### src/pkg/emapm_pkg.sv
package emapm_pkg;

  // pin geometry of the external address port
  localparam int unsigned ADDR_PINS   = 21;
  localparam int unsigned MEM_ADDR_W  = 23;
  localparam int unsigned BYTE_SEL_W  = 2;
  localparam int unsigned SHARED_PINS = 6;
  localparam int unsigned SHARE_LO    = 15;
  localparam int unsigned DEDIC_PINS  = 15;
  localparam int unsigned CLE_PIN     = 12;
  localparam int unsigned ALE_PIN     = 11;

  // register port geometry
  localparam int unsigned REG_AW = 4;
  localparam int unsigned REG_DW = 16;

  // register offsets
  localparam logic [3:0] OFS_SHARE_SEL = 4'h0;
  localparam logic [3:0] OFS_PULL_INH  = 4'h1;
  localparam logic [3:0] OFS_PIN_STAT  = 4'h2;
  localparam logic [3:0] OFS_MODE_STAT = 4'h3;

  // field positions: bit k of the share and pull fields is pin 15+k
  localparam int unsigned SHARE_SEL_LSB  = 0;
  localparam int unsigned PULL_INH_LSB   = 0;
  localparam int unsigned PIN_STAT_LSB   = 0;
  localparam int unsigned STAT_BUS16_BIT = 0;
  localparam int unsigned STAT_NAND_BIT  = 1;
  localparam int unsigned STAT_AOE_BIT   = 2;

  // reset values: all shared pins on the memory side, pulldowns enabled
  localparam logic [5:0] RST_SHARE_SEL = 6'h00;
  localparam logic [5:0] RST_PULL_INH  = 6'h00;

endpackage

### src/hdl/emapm_pin_mux.sv
// Implementation choices: the address map and the plain strobed port.
`timescale 1ns/1ps
// How it works
// - with an 8-bit memory, byte address bits 22..2 go to pins 20..0.
// - with an 8-bit memory, byte address bits 1..0 go to the byte pins.
// - with a 16-bit memory, address bits 21..1 go to pins 20..0.
// - with a 16-bit memory, address bit 0 goes to byte pin 1.
// - pins 15..20 are shared with i/o lines 21..26, one mode bit each.
// - in nand mode pin 12 also carries the command latch enable.
// - in nand mode pin 11 also carries the address latch enable.
// - software enables or disables the pulldown on each shared pin.
// - pins 14 and below belong to the memory interface only.
module emapm_pin_mux (
  input  wire logic        i_clk_sys,
  input  wire logic        i_rst_n,
  // memory controller side
  input  wire logic [22:0] i_mem_addr,
  input  wire logic        i_addr_oe,
  input  wire logic        i_bus16,
  input  wire logic        i_nand_mode,
  input  wire logic        i_nand_cle,
  input  wire logic        i_nand_ale,
  // general i/o logic side, bit k is line 21+k
  input  wire logic [5:0]  i_general_io_line_out,
  input  wire logic [5:0]  i_general_io_line_dir,
  output logic [5:0]       o_general_io_line_in,
  // register port
  input  wire logic [3:0]  i_reg_addr,
  input  wire logic [15:0] i_reg_wdata,
  input  wire logic        i_reg_wr,
  input  wire logic        i_reg_rd,
  output logic [15:0]      o_reg_rdata,
  // pads
  input  wire logic [20:0] i_ext_addr_pins,
  output logic [20:0]      o_ext_addr_pins,
  output logic [20:0]      o_ext_addr_pins_oe_n,
  output logic [1:0]       o_ext_byte_sel_addr,
  output logic [5:0]       o_internal_pulldown_en
);

  logic [5:0]  pin_share_select_reg_r;
  logic [5:0]  pull_inhibit_reg_r;
  logic [15:0] rdata_r;
  logic [14:0] dedic_out_r;
  logic [14:0] dedic_oe_n_r;
  logic [1:0]  byte_sel_r;
  logic [5:0]  shared_out;
  logic [5:0]  shared_oe_n;

  // register decode
  wire logic wr_share = i_reg_wr && (i_reg_addr == emapm_pkg::OFS_SHARE_SEL);
  wire logic wr_pull  = i_reg_wr && (i_reg_addr == emapm_pkg::OFS_PULL_INH);
  wire logic rd_share = i_reg_rd && (i_reg_addr == emapm_pkg::OFS_SHARE_SEL);
  wire logic rd_pull  = i_reg_rd && (i_reg_addr == emapm_pkg::OFS_PULL_INH);
  wire logic rd_pins  = i_reg_rd && (i_reg_addr == emapm_pkg::OFS_PIN_STAT);
  wire logic rd_mode  = i_reg_rd && (i_reg_addr == emapm_pkg::OFS_MODE_STAT);

  wire logic [5:0] share_nxt = wr_share ?
    i_reg_wdata[emapm_pkg::SHARE_SEL_LSB +: 6] : pin_share_select_reg_r;
  wire logic [5:0] pull_nxt = wr_pull ?
    i_reg_wdata[emapm_pkg::PULL_INH_LSB +: 6] : pull_inhibit_reg_r;

  // mode status shows the controller straps the mux is acting on
  wire logic [2:0] mode_stat = {i_addr_oe, i_nand_mode, i_bus16};

  // read mux; unmapped offsets read as zero
  wire logic [15:0] rdata_nxt =
    rd_share ? {10'h000, pin_share_select_reg_r} :
    rd_pull  ? {10'h000, pull_inhibit_reg_r} :
    rd_pins  ? {10'h000, i_ext_addr_pins[20:15]} :
    rd_mode  ? {13'h0, mode_stat} : 16'h0000;

  // control registers; a strobe takes effect on the next edge
  always_ff @(posedge i_clk_sys) begin
    if (!i_rst_n) begin
      pin_share_select_reg_r <= emapm_pkg::RST_SHARE_SEL;
      pull_inhibit_reg_r     <= emapm_pkg::RST_PULL_INH;
      rdata_r                <= 16'h0000;
    end else begin
      pin_share_select_reg_r <= share_nxt;
      pull_inhibit_reg_r     <= pull_nxt;
      rdata_r                <= rdata_nxt;
    end
  end

  assign o_reg_rdata = rdata_r;

  // a set inhibit bit turns the pulldown off
  assign o_internal_pulldown_en = ~pull_inhibit_reg_r;

  // word address for 16-bit parts, byte address for 8-bit parts
  wire logic [20:0] map_addr = i_bus16 ?
    i_mem_addr[21:1] :
    i_mem_addr[22:2];
  // byte pin 0 is unused by 16-bit parts and is held low
  wire logic [1:0] map_byte = i_bus16 ?
    {i_mem_addr[0], 1'b0} :
    i_mem_addr[1:0];

  // latch enables override the address on pins 12 and 11 in nand mode;
  // they stay driven between cycles so the flash never sees a float
  logic [14:0] dedic_out_nxt;
  logic [14:0] dedic_oe_n_nxt;
  always_comb begin
    dedic_out_nxt  = map_addr[14:0];
    dedic_oe_n_nxt = {15{~i_addr_oe}};
    if (i_nand_mode) begin
      dedic_out_nxt[emapm_pkg::CLE_PIN]  = i_nand_cle;
      dedic_out_nxt[emapm_pkg::ALE_PIN]  = i_nand_ale;
      dedic_oe_n_nxt[emapm_pkg::CLE_PIN] = 1'b0;
      dedic_oe_n_nxt[emapm_pkg::ALE_PIN] = 1'b0;
    end
  end

  // dedicated pins ignore the share register entirely
  always_ff @(posedge i_clk_sys) begin
    if (!i_rst_n) begin
      dedic_out_r  <= 15'h0000;
      dedic_oe_n_r <= 15'h7fff;
      byte_sel_r   <= 2'h0;
    end else begin
      dedic_out_r  <= dedic_out_nxt;
      dedic_oe_n_r <= dedic_oe_n_nxt;
      byte_sel_r   <= map_byte;
    end
  end

  // one cell per shared pin
  genvar k;
  generate
    for (k = 0; k < 6; k = k + 1) begin : g_share
      emapm_share_cell u_cell (
        .i_clk_sys    (i_clk_sys),
        .i_rst_n      (i_rst_n),
        .i_mode_io    (pin_share_select_reg_r[k]),
        .i_mem_bit    (map_addr[15 + k]),
        .i_mem_oe     (i_addr_oe),
        .i_io_out     (i_general_io_line_out[k]),
        .i_io_dir_out (i_general_io_line_dir[k]),
        .i_pad_in     (i_ext_addr_pins[15 + k]),
        .o_pad_out    (shared_out[k]),
        .o_pad_oe_n   (shared_oe_n[k]),
        .o_io_in      (o_general_io_line_in[k])
      );
    end
  endgenerate

  // pad assembly
  assign o_ext_addr_pins      = {shared_out, dedic_out_r};
  assign o_ext_addr_pins_oe_n = {shared_oe_n, dedic_oe_n_r};
  assign o_ext_byte_sel_addr  = byte_sel_r;

  // checks on the pin mapping, one cycle after the request
  addr8_map_a: assert property (
    @(posedge i_clk_sys) disable iff (!i_rst_n)
    (i_addr_oe && !i_bus16 && !i_nand_mode)
      |=> (o_ext_addr_pins[14:0] == $past(i_mem_addr[16:2]))
          && (o_ext_addr_pins_oe_n[14:0] == 15'h0000))
    else $error("8-bit address not on pins 14..0");

  byte8_map_a: assert property (
    @(posedge i_clk_sys) disable iff (!i_rst_n)
    !i_bus16 |=> o_ext_byte_sel_addr == $past(i_mem_addr[1:0]))
    else $error("8-bit byte pins wrong");

  addr16_map_a: assert property (
    @(posedge i_clk_sys) disable iff (!i_rst_n)
    (i_bus16 && !i_nand_mode)
      |=> o_ext_addr_pins[14:0] == $past(i_mem_addr[15:1]))
    else $error("16-bit address not on pins 14..0");

  byte16_map_a: assert property (
    @(posedge i_clk_sys) disable iff (!i_rst_n)
    i_bus16 |=> (o_ext_byte_sel_addr[1] == $past(i_mem_addr[0]))
                && !o_ext_byte_sel_addr[0])
    else $error("16-bit halfword bit not on byte pin 1");

  share_emif_a: assert property (
    @(posedge i_clk_sys) disable iff (!i_rst_n)
    (!pin_share_select_reg_r[5] && i_addr_oe && !i_bus16)
      |=> (o_ext_addr_pins[20] == $past(i_mem_addr[22]))
          && !o_ext_addr_pins_oe_n[20])
    else $error("pin 20 not carrying address in memory mode");

  share_write_a: assert property (
    @(posedge i_clk_sys) disable iff (!i_rst_n)
    wr_share |=> pin_share_select_reg_r == $past(i_reg_wdata[5:0]))
    else $error("share select write lost");

  cle_drive_a: assert property (
    @(posedge i_clk_sys) disable iff (!i_rst_n)
    i_nand_mode |=> (o_ext_addr_pins[12] == $past(i_nand_cle))
                    && !o_ext_addr_pins_oe_n[12])
    else $error("command latch enable not on pin 12");

  ale_drive_a: assert property (
    @(posedge i_clk_sys) disable iff (!i_rst_n)
    i_nand_mode |=> (o_ext_addr_pins[11] == $past(i_nand_ale))
                    && !o_ext_addr_pins_oe_n[11])
    else $error("address latch enable not on pin 11");

  pulldown_ctl_a: assert property (
    @(posedge i_clk_sys) disable iff (!i_rst_n)
    wr_pull ##1 !wr_pull
      |-> o_internal_pulldown_en == ~$past(i_reg_wdata[5:0]))
    else $error("pulldown enable does not follow inhibit write");

  dedic_only_a: assert property (
    @(posedge i_clk_sys) disable iff (!i_rst_n)
    (!i_addr_oe && !i_nand_mode)
      |=> o_ext_addr_pins_oe_n[14:0] == 15'h7fff)
    else $error("dedicated pin driven without the memory interface");

  gpio_route_a: assert property (
    @(posedge i_clk_sys) disable iff (!i_rst_n)
    pin_share_select_reg_r[0]
      |=> (o_ext_addr_pins[15] == $past(i_general_io_line_out[0]))
          && (o_ext_addr_pins_oe_n[15]
              == !$past(i_general_io_line_dir[0])))
    else $error("pin 15 in i/o mode not driven by i/o logic");

  read_back_a: assert property (
    @(posedge i_clk_sys) disable iff (!i_rst_n)
    rd_pull |=> o_reg_rdata == {10'h000, $past(pull_inhibit_reg_r)})
    else $error("pull inhibit readback wrong");

  // register port: one-cycle read data, control bits held between writes
  read_share_a: assert property (
    @(posedge i_clk_sys) disable iff (!i_rst_n)
    rd_share
      |=> o_reg_rdata == {10'h000, $past(pin_share_select_reg_r)})
    else $error("share select readback wrong");

  read_pins_a: assert property (
    @(posedge i_clk_sys) disable iff (!i_rst_n)
    rd_pins
      |=> o_reg_rdata == {10'h000, $past(i_ext_addr_pins[20:15])})
    else $error("pin status readback wrong");

  read_mode_a: assert property (
    @(posedge i_clk_sys) disable iff (!i_rst_n)
    rd_mode |=> o_reg_rdata == {13'h0, $past(mode_stat)})
    else $error("mode status readback wrong");

  rdata_idle_a: assert property (
    @(posedge i_clk_sys) disable iff (!i_rst_n)
    !i_reg_rd |=> o_reg_rdata == 16'h0000)
    else $error("read data outlived its cycle");

  share_hold_a: assert property (
    @(posedge i_clk_sys) disable iff (!i_rst_n)
    !wr_share |=> $stable(pin_share_select_reg_r))
    else $error("share select changed without a write");

  pull_write_a: assert property (
    @(posedge i_clk_sys) disable iff (!i_rst_n)
    wr_pull |=> pull_inhibit_reg_r == $past(i_reg_wdata[5:0]))
    else $error("pull inhibit write lost");

  pull_hold_a: assert property (
    @(posedge i_clk_sys) disable iff (!i_rst_n)
    !wr_pull |=> $stable(pull_inhibit_reg_r))
    else $error("pull inhibit changed without a write");

  // no disable here, so the cleared state itself is what gets checked
  reset_state_a: assert property (
    @(posedge i_clk_sys)
    !i_rst_n |=> (o_ext_addr_pins_oe_n == 21'h1fffff)
                 && (o_internal_pulldown_en == 6'h3f)
                 && (o_reg_rdata == 16'h0000)
                 && (o_ext_byte_sel_addr == 2'h0))
    else $error("outputs not at their reset state");

  // shared pins: address in memory mode, i/o input gated off in memory mode
  addr8_high_a: assert property (
    @(posedge i_clk_sys) disable iff (!i_rst_n)
    (pin_share_select_reg_r == 6'h00 && !i_bus16)
      |=> o_ext_addr_pins[20:15] == $past(i_mem_addr[22:17]))
    else $error("8-bit upper address not on pins 20..15");

  addr16_high_a: assert property (
    @(posedge i_clk_sys) disable iff (!i_rst_n)
    (pin_share_select_reg_r == 6'h00 && i_bus16)
      |=> o_ext_addr_pins[20:15] == $past(i_mem_addr[21:16]))
    else $error("16-bit upper address not on pins 20..15");

  mem_pin_oe_a: assert property (
    @(posedge i_clk_sys) disable iff (!i_rst_n)
    !pin_share_select_reg_r[5]
      |=> o_ext_addr_pins_oe_n[20] == !$past(i_addr_oe))
    else $error("pin 20 enable does not follow the controller");

  io_in_gate_a: assert property (
    @(posedge i_clk_sys) disable iff (!i_rst_n)
    o_general_io_line_in
      == (pin_share_select_reg_r & i_ext_addr_pins[20:15]))
    else $error("i/o input seen on a pin in memory mode");

  dedic_drive_a: assert property (
    @(posedge i_clk_sys) disable iff (!i_rst_n)
    (i_addr_oe && !i_nand_mode)
      |=> o_ext_addr_pins_oe_n[14:0] == 15'h0000)
    else $error("dedicated pin not driven for the controller");

  nand_idle_a: assert property (
    @(posedge i_clk_sys) disable iff (!i_rst_n)
    (i_nand_mode && !i_addr_oe)
      |=> (o_ext_addr_pins_oe_n[12:11] == 2'h0)
          && (o_ext_addr_pins_oe_n[14:13] == 2'h3)
          && (o_ext_addr_pins_oe_n[10:0] == 11'h7ff))
    else $error("nand idle pins wrong");

endmodule // emapm_pin_mux

### src/hdl/emapm_share_cell.sv
`timescale 1ns/1ps
// one shared upper address pin: memory address bit or general i/o line
module emapm_share_cell (
  input  wire logic i_clk_sys,
  input  wire logic i_rst_n,
  input  wire logic i_mode_io,
  input  wire logic i_mem_bit,
  input  wire logic i_mem_oe,
  input  wire logic i_io_out,
  input  wire logic i_io_dir_out,
  input  wire logic i_pad_in,
  output logic      o_pad_out,
  output logic      o_pad_oe_n,
  output logic      o_io_in
);

  // selection; in i/o mode the memory bit never reaches the pad
  wire logic pad_out_nxt  = i_mode_io ? i_io_out : i_mem_bit;
  wire logic pad_oe_n_nxt = i_mode_io ? ~i_io_dir_out : ~i_mem_oe;

  // the i/o side only sees the pad while it owns it
  assign o_io_in = i_mode_io & i_pad_in;

  // pad drivers registered so the pin never glitches on a mode change
  always_ff @(posedge i_clk_sys) begin
    if (!i_rst_n) begin
      o_pad_out  <= 1'b0;
      o_pad_oe_n <= 1'b1;
    end else begin
      o_pad_out  <= pad_out_nxt;
      o_pad_oe_n <= pad_oe_n_nxt;
    end
  end

endmodule // emapm_share_cell

### config.mk
export PLATFORM = sky130hd
export DESIGN_NAME = emapm_pin_mux
export DESIGN_NICKNAME = d
export VERILOG_FILES = /design/src/pkg/emapm_pkg.sv /design/src/hdl/emapm_pin_mux.sv /design/src/hdl/emapm_share_cell.sv
export SDC_FILE = /design/constraint.sdc
export NUM_CORES = 1
export LEC_CHECK = 0
export ABC_AREA = 1
export BUFFER_PORTS_ARGS = -buffer_cell sky130_fd_sc_hd__buf_4
export CAP_MARGIN = 20
export CELL_PAD_IN_SITES_DETAIL_PLACEMENT = 0
export CELL_PAD_IN_SITES_GLOBAL_PLACEMENT = 2
export CORE_MARGIN = 2
export CORE_UTILIZATION = 22
export CTS_BUF_LIST = sky130_fd_sc_hd__clkbuf_2
export CTS_CLUSTER_SIZE = 12
export DETAILED_ROUTE_END_ITERATION = 10
export GPL_ROUTABILITY_DRIVEN = 0
export GPL_TIMING_DRIVEN = 0
export PLACE_DENSITY = 0.81
export SETUP_SLACK_MARGIN = 0.15
export SKIP_CTS_REPAIR_TIMING = 1
export SLEW_MARGIN = 20
export SYNTH_ARGS = -nofsm -noshare
export SYNTH_HDL_FRONTEND = slang
export SYNTH_SLANG_ARGS = --single-unit
### constraint.sdc
create_clock -name i_clk_sys -period 1.23 [get_ports i_clk_sys]
set_input_delay 0.246 -clock i_clk_sys [delete_from_list [all_inputs] [get_ports i_clk_sys]]
set_output_delay 0.246 -clock i_clk_sys [all_outputs]
set_load 0.01 [all_outputs]
==> Word level (Yosys, flattened, before mapping) <==
Cells that the tools add are included.
{ "word_totals": {"ff_bits": 71, "elab_cells": 67, "in_bits": 85, "out_inout_bits": 72} }
{ "classes": {"mux": 20, "reduce_logical": 9, "eq_ne": 3, "bitwise_logic": 15} }
{ "op_table": {"columns": ["cell", "count"], "rows": [
  ["2-to-1 mux 21 bit", 1],
  ["2-to-1 mux 6 bit", 3],
  ["2-to-1 mux 1 bit", 12],
  ["== test 4 x 2 -> 1 bit (second input constant)", 2],
  ["inverter 1 bit", 8],
  ["AND 1 bit", 6],
  ["logical AND 1 bit", 6],
  ["2-to-1 mux 2 bit", 3],
  ["inverter 6 bit", 1],
  ["== test 4 x 1 -> 1 bit (second input constant)", 1],
  ["zero test 4 bit", 1],
  ["OR reduction 4 bit", 1],
  ["2-to-1 mux 3 bit", 1],
  ["OR reduction 2 bit", 1]
]} }

==> Depth between registers and ports, before layout <==
Gate-level depths: netlist of the first run.
{ "depth": {"ltp_word": 6, "ltp_mapped": 7, "mapped_depth_nobuf": 6} }

==> Cells and area by module <==
Synthesis of the first run repeated with hierarchy kept, for this count alone.
{ "unflattened": {"cells_unflattened": 329, "area_unflattened_um2": 2337.2} }
{ "by_module_without_submodules": {"columns": ["module", "cells_per_inst", "instances", "seq_area_each_um2", "area_each_um2"], "rows": [
  ["emapm_pin_mux", 239, 1, 740.7, 1796.7],
  ["emapm_share_cell", 15, 6, 40.0, 90.1]
]} }

==> Worst setup path before layout of the first run <==
OpenSTA, ideal clock, no wires.
{ "synth_timing": {"path_kind": "input -> register", "start": "input port i_reg_rd", "end": "register rdata_r[0] (netlist: o_reg_rdata[0])", "required_ps": 1115, "arrival_time_ps": 876, "path_stages": 7, "path_slack_ps": 240, "n_path_buf": 1, "setup_ps": 115, "cell_sequence": "buf_2 > nand2_1 > clkinv_1 > nand4_1 > nand2_1 > nor2_1 > nor2_1"} }
{ "synth_via": {"elab_chain_len": 5, "elab_cells_between_ends": 8, "classes_between": "mux (4); reduce/logical (4)"} }
{ "synth_lines": {"columns": ["item", "line", "rtl"], "rows": [
  ["start: declaration", "emapm_pin_mux.sv:31", "input wire logic i_reg_rd,"],
  ["logical AND 1 bit", "emapm_pin_mux.sv:56", "wire logic rd_mode = i_reg_rd && (i_reg_addr == emapm_pkg::OFS_MODE_STAT);"],
  ["2-to-1 mux 3 bit", "emapm_pin_mux.sv:71", "rd_mode ? {13'h0, mode_stat} : 16'h0000;"],
  ["2-to-1 mux 6 bit", "emapm_pin_mux.sv:70", "rd_pins ? {10'h000, i_ext_addr_pins[20:15]} :"],
  ["2-to-1 mux 6 bit", "emapm_pin_mux.sv:69", "rd_pull ? {10'h000, pull_inhibit_reg_r} :"],
  ["2-to-1 mux 6 bit *", "emapm_pin_mux.sv:68", "rd_share ? {10'h000, pin_share_select_reg_r} :"],
  ["end signal: assignment", "emapm_pin_mux.sv:82", "rdata_r <= rdata_nxt;"],
  ["end: declaration", "emapm_pin_mux.sv:43", "logic [15:0] rdata_r;"]
]} }
Every way passes the cells marked *; elsewhere a longest branch is shown, timed or not.
A chain may end at the register's enable or synchronous reset.

==> Worst setup path in the final report of the first run <==
{ "layout_timing": {"start": "register pin_share_select_reg_r[4]", "end": "output port o_general_io_line_in[4]"} }
{ "layout_via": {"elab_chain_len": 1} }
{ "layout_lines": {"columns": ["item", "line", "rtl"], "rows": [
  ["start: declaration", "emapm_pin_mux.sv:41", "logic [5:0] pin_share_select_reg_r;"],
  ["start signal: assignment", "emapm_pin_mux.sv:76", "pin_share_select_reg_r <= emapm_pkg::RST_SHARE_SEL;"],
  ["start signal: assignment", "emapm_pin_mux.sv:80", "pin_share_select_reg_r <= share_nxt;"],
  ["AND 1 bit", "emapm_share_cell.sv:22", "assign o_io_in = i_mode_io & i_pad_in;"],
  ["end: declaration", "emapm_pin_mux.sv:26", "output logic [5:0] o_general_io_line_in,"]
]} }
No other way between the ends.

==> results of run 1 <==
## kinds of logic (layout without fill, tap and decap cells)
logic type      Yosys count  count (layout)  synth area share
compound gates           69              69            0.1633
buf+inv                  94             253            0.2262
other cells               1              10          0.001559
simple gates            100             100            0.2012
flops                    49              49            0.4077
## worst max-delay path, cell delays in order (launching register included)
cell and delay, ps:
dfxtp_4 420, nand2_2 60, inv_2 30, buf_6 100
buf_6 110
## sequential cells by signal, summed over array words and instances (netlist names)
name	flops
g_share.u_cell.o_pad_out	6
pull_inhibit_reg_r	6
dedic_out_r	15
o_reg_rdata	6
pin_share_select_reg_r	6
dedic_oe_n_r	2
o_ext_byte_sel_addr	2
g_share.u_cell.o_pad_oe_n	6
## cell type report
cell class,instances,area (um2)
buffer,55,461.7
multi-input combinational,179,919.6
sequential,49,1047
inverter,39,146.4
clock buffer,5,25.02
clock inverter,3,65.06
tap,140,175.2
fill,1134,6533
timing repair buffer,151,1373
## per-stage QoR
step / area [um2] / power [mW]
2_1_floorplan: 2440 / 2.098
6_report: 4213 / 3.707
3_5_place_dp: 3501 / 2.491
3_3_place_gp: 3501 / 2.485
4_1_cts: 3591 / 3.580
5_1_grt: 4213 / 3.917
## worst max-delay path by stage
stage                          endpoint  slack (ps)  cells after the start                       from
2_1_floorplan            o_reg_rdata[0]         240                      7                   i_reg_rd
3_3_place_gp            dedic_out_r[10]         -30                      4                    i_rst_n
3_5_place_dp            dedic_out_r[10]         -70                      4                    i_rst_n
4_1_cts        o_ext_addr_pins_oe_n[14]        -370                      2           dedic_oe_n_r[10]
5_1_grt         o_general_io_line_in[3]        -250                      4  pin_share_select_reg_r[3]
6_report        o_general_io_line_in[4]        -140                      4  pin_share_select_reg_r[4]
## synthesized netlist by cell type
| master | count |
|---|---|
| nor2_2 | 1 |
| o211ai_1 | 4 |
| o21ai_1 | 12 |
| nand2_1 | 31 |
| o21ai_2 | 4 |
| clkbuf_1 | 3 |
| nor2_8 | 2 |
| buf_6 | 3 |
| a21oi_2 | 6 |
| clkinv_1 | 1 |
| o21ai_0 | 27 |
| nor2_1 | 40 |
| buf_2 | 6 |
| inv_1 | 36 |
| buf_4 | 43 |
| nand3_2 | 2 |
| nor3_1 | 1 |
| inv_2 | 2 |
| dfxtp_1 | 49 |
| nand3_1 | 7 |
| a21oi_1 | 16 |
| nand3_4 | 1 |
| conb_1 | 1 |
| nand4_1 | 15 |
## report_power, final
part           switching (mW)  total [mW]  internal, mW
Combinational           0.378       0.895         0.517
Sequential             0.0439        1.73          1.68
Clock                   0.544        1.09         0.543
Total                   0.966        3.71          2.74
## metal layers
| layer | part of all wire | global-route usage |
|---|---|---|
| met5 | 0 | 0 |
| met4 | 0.015 | 0.03480 |
| met2 | 0.47 | 0.2027 |
| met1 | 0.45 | 0.1637 |
| met3 | 0.062 | 0.03074 |
==> parameters.txt, run 1 <==
Parameter                              Value

STA
  RSZ-0062 raised after global routing    true
  Max Slew Vio Count    0
  Setup violators final    32
  Sum of negative setup slack    -2605 ps
  Clock Skews    21.10 ps
  Tcrit/Tclk final    1.114
  Crit path time final    1370 ps
  Number of failing hold endpoints at the final stage    0
  Upper clock frequency limit    729.9 MHz
  Worst hold-check slack    36.82 ps
  Worst setup slack after layout    -140.1 ps

Route
  Average via count per standard cell    3.973
  Remaining antenna violation count after routing    0
  Per-cell routed wire length    12.65 um
  Total number of vias    2467
  Post-detailed-route DRC marker count    0
  DR pass1 iterations    4
  Total Routed Length    7854 um
  Starting DRC count in detailed routing    124

Place
  Placed cell count    580
  IO Port Bufs    118
  Final HPWL DP    5953 um
  Worst slack after detailed placement    -71.27 ps

Layout
  Nets@finish    565
  Commonest cells after routing, fill and taps aside    buf_4 (106), buf_6 (69), dfxtp_2 (44)
  Inserted Diodes    0
  Most common library cell in the layout ignoring fill and taps    buf_4
  Final std cells w/o fill    621
  Fraction of layout instances using a drive strength above 1    0.5489
  Post-route core utilization    0.3921
  Layout-stage area growth over the synthesis result    75.09%

Logic synthesis
  Top cells by area in the synthesized netlist    dfxtp_1 (41%), buf_4 (13%), nor2_1 (6.2%)
  Cell Area, Synth    2406 um2
  Synth warnings    0
  Synthesized netlist cell count    313
  Netlist cell types    24
  Mean Syn Cell Area    7.687 um2
  Yosys top cell by area    dfxtp_1
  Yosys top cell area share    0.4077
  Synthesis-stage register bit count    49
  Part of the Yosys area used for sequential elements    0.4077

Floorplan
  Overall die height    108.6 um
  Width of the die    108.6 um
  Std cell rows    38
  Die outline area    11790 um2
  Core Area    10750 um2
  Initial core utilization    0.2239
  Number of ports placed on the die boundary    157

Clock network
  CTS tree    done
  Maximum buffer depth of the clock tree    2
  Clock Tree Root    clkbuf_2
  Number of sinks on the clock net    49
  Clock insertion delay at the later pin of the skew report    430 ps
  H-tree level count    2
  Clock-pin slew reported for the worst setup and hold paths after clock tree synthesis    240 ps
  Number of buffers inserted during clock tree synthesis    5

Power
  Power per unit of standard cell area    880.0 nW/um2
  VDD IR-drop max    464.5 uV
  Static leakage    2.085 nW

Outcome
  Violated checks    setup timing
  Result of the run    complete, but fails checks

Hold path
  Worst min-delay path class    input port to flip-flop
  Hold Startpoint    i_general_io_line_out[3]
  Endpoint, Worst Hold    g_share[3].u_cell.o_pad_out
  Cell depth of the worst min-delay path    3

Setup path
  Data required time at the worst endpoint    980 ps
  Crit path capture type    primary output
  Signal arrival time at the worst endpoint    1120 ps
  Slack of the worst reg-to-reg path    330 ps
  Nature of the critical path startpoint    flip-flop
  Reg-to-reg startpoint    pull_inhibit_reg_r[1]
  Type of the worst setup path    flip-flop to primary output
  Worst-path maximum fanout    4
  Critical register-to-register path endpoint    o_reg_rdata[1]
  Number of cell instances on the worst register-to-register path    5

Global route
  Pin count of the biggest net entering global routing    16
  Global route overflow    0
  Initial antenna violation count    0
  Global-route wire length before repair    11200 um
  Vias in the first global route    2198
  Total track usage    0.1246

Run
  Max-cap violations    0
Note: power is estimated with default switching activity, not from simulation.
==> run 2: changes to the inputs <==
Settings changed: CORE_UTILIZATION 22 to 21, CTS_BUF_LIST sky130_fd_sc_hd__clkbuf_2 to default, PLACE_DENSITY 0.81 to 0.78.
==> run 2 against run 1 <==
Effect of this change: total power rose by 9.2%; largest power group unchanged; hold slack better by 99 ps; the run now ends clean; largest cell class unchanged; cell count is 4.2% lower.
==> parameters.txt, run 2 (synthesized netlist as in run 1, its figures left out) <==
Parameter                              Value

Hold path
  Worst min-delay path class    input port to flip-flop

Power
  Static leakage    1.942 nW
  Power per unit of standard cell area    1051 nW/um2
  VDD IR-drop max    572.5 uV

Layout
  Post-route core utilization    0.3403
  Nets@finish    536
  Most common library cell in the layout ignoring fill and taps    buf_4
  Commonest cells after routing, fill and taps aside    buf_4 (134), nor2_1 (40), buf_6 (34)
  Flip-flop count of the largest register after layout    15
  Fraction of layout instances using a drive strength above 1    0.5044
  Layout-stage area growth over the synthesis result    60.11%
  Inserted Diodes    0
  Final instance area    3852 um2
  Most flops, register    dedic_out_r

Clock network
  Number of buffers inserted during clock tree synthesis    5
  Clock-pin slew reported for the worst setup and hold paths after clock tree synthesis    70 ps
  Number of sinks on the clock net    49
  Maximum buffer depth of the clock tree    2
  Clock insertion delay at the later pin of the skew report    280 ps
  CTS tree    done
  H-tree level count    2
  Clock Tree Root    clkbuf_16

Route
  Met1 Wirelength    3538 um
  Highest signal layer in the routed design    met4
  Remaining antenna violation count after routing    0
  Total number of vias    2325
  Average via count per standard cell    3.908
  Sum of met3 wire segment lengths after detailed routing    501 um
  Sum of met2 wire segment lengths after detailed routing    3396 um
  Per-cell routed wire length    12.59 um
  Post-detailed-route DRC marker count    0
  DR pass1 iterations    5
  Total Routed Length    7491 um
  Starting DRC count in detailed routing    69

Floorplan
  Std cell rows    39
  Die outline area    12330 um2
  Width of the die    111.0 um
  Initial core utilization    0.2125
  Core Area    11320 um2
  Number of ports placed on the die boundary    157
  Overall die height    111.0 um

Global route
  Vias in the first global route    2217
  Pin count of the biggest net entering global routing    16
  Total track usage    0.1197
  Initial antenna violation count    0
  Global-route wire length before repair    11700 um
  Global route overflow    0

Place
  IO Port Bufs    118
  Final HPWL DP    6038 um
  Placed cell areas    3505 um2
  Worst slack after detailed placement    -33.85 ps

STA
  Upper clock frequency limit    840.6 MHz
  Clock Skews    7.185 ps
  Sum of negative setup slack    0 ps
  Number of failing hold endpoints at the final stage    0
  Worst setup slack after layout    40.32 ps
  Worst hold-check slack    135.6 ps
  RSZ-0062 raised after global routing    true
  Max Slew Vio Count    0
  Tcrit/Tclk final    0.9672
  Crit path time final    1190 ps
  Setup violators final    0

Setup path
  Type of the worst setup path    flip-flop to primary output
  Crit path capture type    primary output
  Data required time at the worst endpoint    980 ps
  Signal arrival time at the worst endpoint    940 ps
  Nature of the critical path startpoint    flip-flop
  Worst-path maximum fanout    4

Outcome
  Result of the run    finished, final reports clean

Run
  Max-cap violations    0
[run 2: cell types whose count changed in the layout (fill, tap and decap cells not counted), sizes merged]
cell         previous run  this run
buf                   181       174
bufinv                  2         1
clkbuf                  8         9
dlygate4sd3            22         0
[run 2: report_power, final]
group          switching, mW  internal (mW)  total (mW)
combinational          0.358          0.431       0.789
sequential            0.0341           1.67        1.70
clock                  0.593          0.964        1.56
total                  0.985           3.06        4.05
[run 2: path summary, 6_finish.rpt]
path / startpoint / to / slack [ps] / cells after the start
setup / recovery: pin_share_select_reg_r[5] / o_general_io_line_in[5] / 40 / 4
hold / removal: i_general_io_line_dir[3] / g_share[3].u_cell.o_pad_oe_n / 140 / 2
setup reg to reg: pin_share_select_reg_r[0] / g_share[0].u_cell.o_pad_out / 370 / 4
hold reg to reg: pull_inhibit_reg_r[2] / pull_inhibit_reg_r[2] / 460 / 2
[run 2: layout make-up]
| class | count | area [um2] |
|---|---|---|
| fill | 1269 | 7468 |
| sequential | 49 | 1010 |
| timing repair buffer | 122 | 987.2 |
| multi-input combinational | 179 | 919.6 |
| buffer | 55 | 442.9 |
| tap | 143 | 178.9 |
| inverter | 39 | 146.4 |
| clock buffer | 6 | 128.9 |
| clock inverter | 2 | 38.79 |
[run 2: per-stage QoR]
stage	power (mW)	cells
after floorplan	2.098	322
after global placement	2.488	583
after detailed placement	2.494	583
after CTS	4.091	591
after global routing	4.274	595
final	4.050	595
[run 2: critical path, stage by stage (launching register included)]
cell,delay (ps)
dfxtp_4,360
nand2_2,60
inv_2,30
buf_6,100
buf_6,110
[run 2: metal layers]
metal,vias to the layer above,GRT usage
met4,0,0.03457
met5,-,0
met1,1014,0.1640
li1,1229,-
met2,80,0.1890
met3,2,0.02734
